<file path="config.mk">
export PLATFORM = sky130hd
export DESIGN_NAME = uhi_irq_top
export DESIGN_NICKNAME = d
export VERILOG_FILES = /design/src/inc/uhi_pkg.sv /design/src/verilog/uhi_change_det.sv /design/src/verilog/uhi_irq_top.sv
export SDC_FILE = /design/constraint.sdc
export NUM_CORES = 1
export LEC_CHECK = 0
export BUFFER_PORTS_ARGS = -buffer_cell sky130_fd_sc_hd__buf_4
export CORE_ASPECT_RATIO = 1.75
export CORE_UTILIZATION = 45
export DETAILED_ROUTE_END_ITERATION = 8
export GPL_TIMING_DRIVEN = 0
export PLACE_DENSITY_LB_ADDON = 0.1
export RECOVER_POWER = 100
export SLEW_MARGIN = 20
export SYNTH_ARGS = -nofsm -noshare
export SYNTH_HDL_FRONTEND = slang
export SYNTH_SLANG_ARGS = --single-unit
</file>
<file path="constraint.sdc">
create_clock -name ref_clk -period 4.7 [get_ports ref_clk]
set_input_delay 0.705 -clock ref_clk [delete_from_list [all_inputs] [get_ports ref_clk]]
set_output_delay 0.705 -clock ref_clk [all_outputs]
set_load 0.01 [all_outputs]
</file>
<file path="src/inc/uhi_pkg.sv">
/*
 * constants shared by the interrupt flag and mask block of the usb host
 * controller: register codes, bit positions, reset values and widths.
 * assumes a plain register port that carries separate read and write codes.
 */
`default_nettype none

package uhi_pkg;

    // register port widths
    localparam int unsigned ADDR_W            = 8;
    localparam int unsigned DATA_W            = 32;

    // read and write codes of the registers
    localparam logic [7:0]  CMD_STAT_RD_ADDR  = 8'h02;
    localparam logic [7:0]  FLAGS_RD_ADDR     = 8'h03;
    localparam logic [7:0]  FLAGS_WR_ADDR     = 8'h83;
    localparam logic [7:0]  MASK_RD_ADDR      = 8'h04;
    localparam logic [7:0]  MASK_WR_ADDR      = 8'h84;

    // event flag positions, shared by the flag and mask registers
    localparam int unsigned EV_W              = 7;
    localparam int unsigned SCHED_OVR_BIT     = 0;
    localparam int unsigned FRAME_START_BIT   = 2;
    localparam int unsigned RESUME_BIT        = 3;
    localparam int unsigned FATAL_ERR_BIT     = 4;
    localparam int unsigned FRAME_WRAP_BIT    = 5;
    localparam int unsigned ROOT_CHANGE_BIT   = 6;
    localparam int unsigned GLOBAL_GATE_BIT   = 31;

    // bits that may ever hold a one; bit 1 never does, the fatal error bit only in the mask
    localparam logic [EV_W-1:0] FLAG_IMPL     = 7'h6D;
    localparam logic [EV_W-1:0] MASK_IMPL     = 7'h7D;

    // overrun tally field of the command and status register
    localparam int unsigned TALLY_W           = 2;
    localparam int unsigned TALLY_LSB         = 16;

    // root hub ports and width of each port's state word
    localparam int unsigned ROOT_PORTS        = 2;
    localparam int unsigned PORT_STATE_W      = 32;
    localparam int unsigned FRAME_NUM_W       = 16;

    // values after reset
    localparam logic [EV_W-1:0]    FLAGS_RST  = 7'h00;
    localparam logic [EV_W-1:0]    MASK_RST   = 7'h00;
    localparam logic               GATE_RST   = 1'b0;
    localparam logic [TALLY_W-1:0] TALLY_RST  = 2'h0;
    localparam logic [DATA_W-1:0]  RDATA_RST  = 32'h0000_0000;

endpackage : uhi_pkg

`default_nettype wire

</file>
<file path="src/verilog/uhi_change_det.sv">
/*
 * change detector for a bus of levels, with a rising edge detector on its bit 0 only.
 * assumes the input is synchronous to ref_clk; no event is reported in the
 * first cycle after reset, since there is no earlier sample to compare with.
 */
`timescale 1ns/1ps
`default_nettype none

module uhi_change_det
#(
    parameter int unsigned W = 1
)
(
    input  wire logic         ref_clk,
    input  wire logic         rst,
    input  wire logic         soft_rst,
    input  wire logic [W-1:0] level,
    output logic              changed,
    output logic              rose
);

    logic [W-1:0] prev_q;
    logic         armed_q;

    always_ff @(posedge ref_clk)
    begin
        if (rst)
        begin
            prev_q <= '0;
        end
        else
        begin
            prev_q <= level;
        end
    end

    // comparisons wait for one real sample after any reset
    always_ff @(posedge ref_clk)
    begin
        if (rst || soft_rst)
        begin
            armed_q <= 1'b0;
        end
        else
        begin
            armed_q <= 1'b1;
        end
    end

    assign changed = armed_q && (prev_q != level);
    assign rose    = armed_q && !prev_q[0] && level[0];

endmodule // uhi_change_det

`default_nettype wire

</file>
<file path="src/verilog/uhi_irq_top.sv">
/*
 * interrupt event flags, interrupt mask with global gate, overrun tally and
 * interrupt request of a full/low speed usb host controller.
 * assumes the register port master never reads and writes in one cycle and
 * that all event inputs are synchronous to ref_clk.
 * assumes sof_token_issued and schedule_overrun are high for one cycle per
 * event; every cycle in which they stand high counts as one more event.
 * assumes soft_rst comes from the controller's own software reset command;
 * it clears flags, mask, gate, tally and irq but leaves read data alone.
 * the mask-clear register, frame interval logic and root port logic sit
 * outside this block; only their results arrive on its pins.
 * reads of unmapped codes return zero and writes to them are dropped.
 */
// Added by the designer: the plain strobed port.
// Overview of operation
// each monitored event sets its flag, which stays set until software clears it
// irq asserts only while a flag, its mask bit and the global gate are set
// writing 1 to a flag bit clears it, writing 0 leaves it
// software writes can never set a flag
// mask bits mirror flag bits 0,2..6; bit 1 reserved
// any change of any root port state bit sets the root change flag
// a toggle of the frame counter msb sets the frame wrap flag
// the fatal system error flag always reads 0
// start of downstream resume signaling sets the resume flag
// software entering the resume state does not set the resume flag
// each frame start, with its token, sets the frame start flag
// an unfinished frame schedule sets the overrun flag
// each overrun also increments the two bit tally in command status
// writing 1 to a mask bit sets it, writing 0 leaves it
// reading the mask returns its contents, global gate included
// global gate is mask bit 31; 1 sets it, 0 has no effect
// tally starts at 0, wraps after 3, counts even with flag set
// flags, mask and gate reset to 0; reserved bits read 0, ignore writes
// irq follows its condition and drops within one clock of its removal
`timescale 1ns/1ps
`default_nettype none

module uhi_irq_top
    import uhi_pkg::*;
(
    input  wire logic                                 ref_clk,
    input  wire logic                                 rst,
    input  wire logic                                 soft_rst,
    input  wire logic [ADDR_W-1:0]                    reg_addr,
    input  wire logic [DATA_W-1:0]                    reg_wdata,
    input  wire logic                                 reg_wr,
    input  wire logic                                 reg_rd,
    output logic      [DATA_W-1:0]                    reg_rdata,
    input  wire logic [ROOT_PORTS*PORT_STATE_W-1:0]   root_port_state,
    input  wire logic [FRAME_NUM_W-1:0]               frame_number,
    input  wire logic                                 downstream_resume,
    input  wire logic                                 sw_resume_entry,
    input  wire logic                                 sof_token_issued,
    input  wire logic                                 schedule_overrun,
    output logic                                      irq,
    output logic      [TALLY_W-1:0]                   overrun_tally
);

    // widen an event-position vector into its place in a 32-bit word
    function automatic logic [DATA_W-1:0] place_events(input logic [EV_W-1:0] ev);
        place_events = {{(DATA_W-EV_W){1'b0}}, ev};
    endfunction

    // register code hit by a write strobe
    function automatic logic write_hit(input logic [ADDR_W-1:0] addr,
                                       input logic [ADDR_W-1:0] code);
        write_hit = (addr == code);
    endfunction

    // read words of the three readable registers
    function automatic logic [DATA_W-1:0] flags_word(input logic [EV_W-1:0] fl);
        flags_word = place_events(fl & FLAG_IMPL);
    endfunction

    function automatic logic [DATA_W-1:0] mask_word(input logic [EV_W-1:0] mk,
                                                    input logic            gate);
        mask_word                  = place_events(mk);
        mask_word[GLOBAL_GATE_BIT] = gate;
    endfunction

    function automatic logic [DATA_W-1:0] cmd_word(input logic [TALLY_W-1:0] tally);
        cmd_word                       = RDATA_RST;
        cmd_word[TALLY_LSB +: TALLY_W] = tally;
    endfunction

    // register state
    logic [EV_W-1:0]    flags_q;
    logic [EV_W-1:0]    flags_d;
    logic [EV_W-1:0]    mask_q;
    logic [EV_W-1:0]    mask_d;
    logic               gate_q;
    logic               gate_d;
    logic [TALLY_W-1:0] tally_q;
    logic [TALLY_W-1:0] tally_d;
    logic [DATA_W-1:0]  rdata_q;
    logic [DATA_W-1:0]  rdata_d;
    logic               irq_q;
    logic               irq_d;
    logic [EV_W-1:0]    pending;

    // event detection
    logic               port_changed;
    logic               frame_msb_changed;
    logic               resume_rose;
    logic [EV_W-1:0]    ev_set;
    logic [EV_W-1:0]    ev_clr;

    // decoded strobes
    logic               flags_wr;
    logic               mask_wr;

    assign flags_wr = reg_wr && write_hit(reg_addr, FLAGS_WR_ADDR);
    assign mask_wr  = reg_wr && write_hit(reg_addr, MASK_WR_ADDR);

    // every bit of both root port words is watched; any change is one event
    uhi_change_det
    #(
        .W (ROOT_PORTS*PORT_STATE_W)
    )
    u_port_det
    (
        .ref_clk  (ref_clk),
        .rst      (rst),
        .soft_rst (soft_rst),
        .level    (root_port_state),
        .changed  (port_changed),
        .rose     ()
    );

    // only the frame counter msb matters; both directions count as a wrap
    uhi_change_det
    #(
        .W (1)
    )
    u_frame_det
    (
        .ref_clk  (ref_clk),
        .rst      (rst),
        .soft_rst (soft_rst),
        .level    (frame_number[FRAME_NUM_W-1]),
        .changed  (frame_msb_changed),
        .rose     ()
    );

    // resume is a level from the port; only its rising edge is an event
    uhi_change_det
    #(
        .W (1)
    )
    u_resume_det
    (
        .ref_clk  (ref_clk),
        .rst      (rst),
        .soft_rst (soft_rst),
        .level    (downstream_resume),
        .changed  (),
        .rose     (resume_rose)
    );

    // collect this cycle's hardware events
    always_comb
    begin
        ev_set                  = '0;
        ev_set[ROOT_CHANGE_BIT] = port_changed;
        ev_set[FRAME_WRAP_BIT]  = frame_msb_changed;
        ev_set[FATAL_ERR_BIT]   = 1'b0;
        // only the far end's resume signaling counts, never a software entry
        ev_set[RESUME_BIT]      = resume_rose && !sw_resume_entry;
        ev_set[FRAME_START_BIT] = sof_token_issued;
        ev_set[SCHED_OVR_BIT]   = schedule_overrun;
    end

    // software write of ones clears; a zero leaves the flag alone
    always_comb
    begin
        ev_clr = '0;
        if (flags_wr)
        begin
            ev_clr = reg_wdata[EV_W-1:0];
        end
    end

    // a new event in the clearing cycle wins; writes never set a flag
    always_comb
    begin
        flags_d = ((flags_q & ~ev_clr) | ev_set) & FLAG_IMPL;
    end

    always_ff @(posedge ref_clk)
    begin
        if (rst || soft_rst)
        begin
            flags_q <= FLAGS_RST;
        end
        else
        begin
            flags_q <= flags_d;
        end
    end

    // mask bits are write-one-to-set; only reset clears them here
    always_comb
    begin
        mask_d = mask_q;
        if (mask_wr)
        begin
            mask_d = mask_q | (reg_wdata[EV_W-1:0] & MASK_IMPL);
        end
    end

    // global gate shares the mask write code but sits in the top bit
    always_comb
    begin
        gate_d = gate_q;
        if (mask_wr)
        begin
            gate_d = gate_q | reg_wdata[GLOBAL_GATE_BIT];
        end
    end

    always_ff @(posedge ref_clk)
    begin
        if (rst || soft_rst)
        begin
            mask_q <= MASK_RST;
        end
        else
        begin
            mask_q <= mask_d;
        end
    end

    always_ff @(posedge ref_clk)
    begin
        if (rst || soft_rst)
        begin
            gate_q <= GATE_RST;
        end
        else
        begin
            gate_q <= gate_d;
        end
    end

    // overrun tally counts every overrun and wraps from 3 to 0
    always_comb
    begin
        tally_d = tally_q;
        if (schedule_overrun)
        begin
            tally_d = tally_q + 2'h1;
        end
    end

    always_ff @(posedge ref_clk)
    begin
        if (rst || soft_rst)
        begin
            tally_q <= TALLY_RST;
        end
        else
        begin
            tally_q <= tally_d;
        end
    end

    // read data stand for one cycle after the read strobe
    always_comb
    begin
        rdata_d = RDATA_RST;
        if (reg_rd)
        begin
            case (reg_addr)
                FLAGS_RD_ADDR:
                begin
                    rdata_d = flags_word(flags_q);
                end
                MASK_RD_ADDR:
                begin
                    rdata_d = mask_word(mask_q, gate_q);
                end
                CMD_STAT_RD_ADDR:
                begin
                    rdata_d = cmd_word(tally_q);
                end
                default:
                begin
                    rdata_d = RDATA_RST;
                end
            endcase
        end
    end

    always_ff @(posedge ref_clk)
    begin
        if (rst)
        begin
            rdata_q <= RDATA_RST;
        end
        else
        begin
            rdata_q <= rdata_d;
        end
    end

    // flags that software has chosen to hear about
    always_comb
    begin
        pending = flags_q & mask_q;
    end

    // request follows the gated flags with one register stage
    always_comb
    begin
        irq_d = gate_q && (pending != '0);
    end

    always_ff @(posedge ref_clk)
    begin
        if (rst || soft_rst)
        begin
            irq_q <= 1'b0;
        end
        else
        begin
            irq_q <= irq_d;
        end
    end

    assign reg_rdata     = rdata_q;
    assign irq           = irq_q;
    assign overrun_tally = tally_q;

endmodule // uhi_irq_top

`default_nettype wire

</file>
==> flow_summary_export.csv <==
group,metric,value,unit
global_route,track_usage,18.5,%
cells_and_area,diodes,0,
route,drtAntennaViolNets,0,
sta,clock_skew,6.14,ps
critical_path,start_kind,"input pin",
clock_network,post_cts_buffers,0,
placed_design,portBuffers,100,
cells_and_area,drive_gt1_share,26.4,%
placed_design,hpwl,5750,µm
critical_path,required,4930,ps
sta,rsz0062_at_grt,"false",
route,wl_met1,2640,µm
critical_path,rrSetupSlack,3110,ps
route,vias,2642,
clock_network,clock_latency,330,ps
critical_path,slowest_stage,"nor3_1",
sta,finalMaxSlewViolations,0,
cells_and_area,regArea,0.00182,mm²
clock_network,numCtsBuffers,9,
synth,synth-edff-count,0,
clock_network,clockBufferDepth,2,
sta,finalSetupTns,0,ps
die,die_w,69.1,µm
critical_path,r2r_start,"u_port_det.prev_q[35]",
route,vias_per_cell,4.62,
global_route,antenna_found_initial,0,
synth,seq_area_frac_synth,51.3,%
die,die_h,119,µm
clock_network,cts.clk_slew.worst_paths,60,ps
synth,synth.distinct_cells,31,
clock_network,ctsResizeCount,0,
sta,post-route-period-util,43.9,%
synth,netlist_instances,346,
route,dr_wl_met2,4110,µm
route,drc,0,
cells_and_area,fillers,684,
flow_run,drv_cap,0,
sta,hold_violations,0,
sta,fin_crit,2060,ps
global_route,grt_pass1_vias,2666,
cells_and_area,post-route-util,62.4,%
die,start_util,46.6,%
pwr,ir_drop,0.276,mV
synth,synth_common_cells,"91 x dfxtp_1, 67 x nor2b_1, 65 x xnor2_1",
critical_path,crit_chain,"clkbuf_4, or3_1, nor3_1, a21boi_0, o21ai_0, o21ba_2",
critical_path,critPathKind,"in -> reg",
clock_network,cts-root-buf,"clkbuf_16",
route,drt_wl_total,7290,µm
pwr,p_leak,1.91,nW
die,ioPinCount,164,
cells_and_area,multi_input_area,0.00159,mm²
route,avgRoutedWirePerCell,12.7,µm
critical_path,cp_top_family,"simple AND/OR/NAND/NOR gates",
critical_path,cp_max_fo,5,
clock_network,cts_tree,"yes",
route,firstDrtPassIters,4,
synth,syn-cell-area,0.00355,mm²
synth,synth.most_common_cell,"dfxtp_1",
synth,avgSynthCellArea,10.3,µm²
worst_hold_path,hold_class,"reg -> reg",
sta,max_slew.worst_pin.slew,818,ps
synth,yosys_most_used_dff,"dfxtp_1",
synth,ys_ff_latch,91,
clock_network,cts.htree.levels,3,
clock_network,hold_buffers,0,
critical_path,cp_num_buf_inv,1,
global_route,grt_max_degree,16,
sta,setup_viol,0,
synth,synth_area_leaders,"dfxtp_1 51%, xnor2_1 16%, nor2b_1 12%",
synth,synth_top_cell_by_area,"dfxtp_1",
critical_path,cpPeakStageDelay,540,ps
synth,synth_top_area_share,51.3,%
synth,synthArstFlopShare,0,%
sta,max_slew_margin,45.1,%
clock_network,clock_sinks,91,
critical_path,r2r_cells,5,
global_route,overflow,0,
outcome,status,"complete, no violations",
die,num_rows,42,
critical_path,regToRegEndpoint,"flags_q[6]",
route,dr_wl_met3,343,µm
cells_and_area,nets,608,
sta,max_freq,485,MHz
placed_design,gp_congestion,0.829,
critical_path,cp.arrival,2290,ps
critical_path,end_kind,"register",
route,top_layer_used,"met4",
cells_and_area,syn2layout_area_growth,34.1,%
worst_hold_path,hold_depth,2,
pwr,power-per-cell-area,375,mW/mm²
die,die_area,0.00826,mm²
worst_hold_path,min_from,"gate_q",
die,core,0.00762,mm²
worst_hold_path,hold_end,"irq",
synth,synth_warnings,0,
global_route,grt_pass1_wl,11800,µm
route,first_iter_violations,59,
==> worst max path at each step <==
stage / from / to / cells past startpoint
CTS: reg_addr[6] / flags_q[6] / 6
finish: reg_addr[6] / flags_q[6] / 6
detailed placement: reg_addr[6] / flags_q[6] / 6
floorplan: reg_addr[6] / reg_rdata[0] / 5
global route: reg_addr[6] / flags_q[6] / 6
global placement: reg_addr[6] / flags_q[6] / 6
==> per-stage QoR <==
step	worst slack, ps	hold slack [ps]	cells	instance area (µm²)	total power [mW]
6_report	2640	456	572	4760	1.78
2_1_floorplan	2590	420	368	3630	0.943
5_1_grt	2460	495	572	4760	1.85
3_3_place_gp	2280	443	556	4490	1.03
4_1_cts	2630	456	572	4820	1.81
3_5_place_dp	2280	450	556	4490	1.03
==> state kept, by name (all words and copies together), names as in the netlist <==
name	count
gate_q	1
reg_rdata	9
mask_q	6
irq	1
u_resume_det.prev_q	1
flags_q	5
u_port_det.prev_q	64
u_port_det.armed_q	1
overrun_tally	2
u_frame_det.prev_q	1
==> final cells by class <==
cell class                 instances  share of cell area, %
buffer                            32                   4.34
clock buffer                      10                   5.02
clock inverter                     6                   1.87
inverter                           1                 0.0789
multi-input combinational        244                   33.3
sequential                        91                   38.3
tap                               88                   2.31
timing repair buffer             100                   14.8
==> placed cells by master, fill, tap and decap left out, types with 4 or more instances in the layout <==
master	instances
clkbuf_16	9
dfxtp_1	91
xnor2_1	65
a21oi_1	11
conb_1	23
clkbuf_1	22
a22oi_1	7
nand2_1	7
buf_4	109
nand4_1	17
nor2_1	21
nor2b_1	67
nor4_1	4
==> layer usage <==
| layer | global-route usage, % | vias up |
|---|---|---|
| met5 | 0 | - |
| met4 | 9.06 | 0 |
| met3 | 4.06 | 17 |
| met2 | 35.2 | 82 |
| met1 | 18.4 | 1194 |
| li1 | - | 1349 |
==> where the power goes <==
| group | switching, mW | internal (mW) |
|---|---|---|
| combinational | 0.0752 | 0.118 |
| clock | 0.290 | 0.480 |
| sequential | 0.0148 | 0.804 |
==> cells by family after synthesis <==
logic type,share of synthesized area [%]
and+or+nand+nor,21.9
xor gates and xnor gates,16.5
DFF,51.3
buffers and inverters,5.92
AOI/OAI and AO/OA,3.95
muxes,0.282
other,0.106
==> worst register-to-register path, cell delays in order, from the launching register on <==
cell,delay [ps]
dfxtp_1,310
xnor2_1,150
nand4_1,110
nor4_1,520
nand4_1,180
o21ba_2,230
Note: power is estimated with default switching activity, not from simulation.
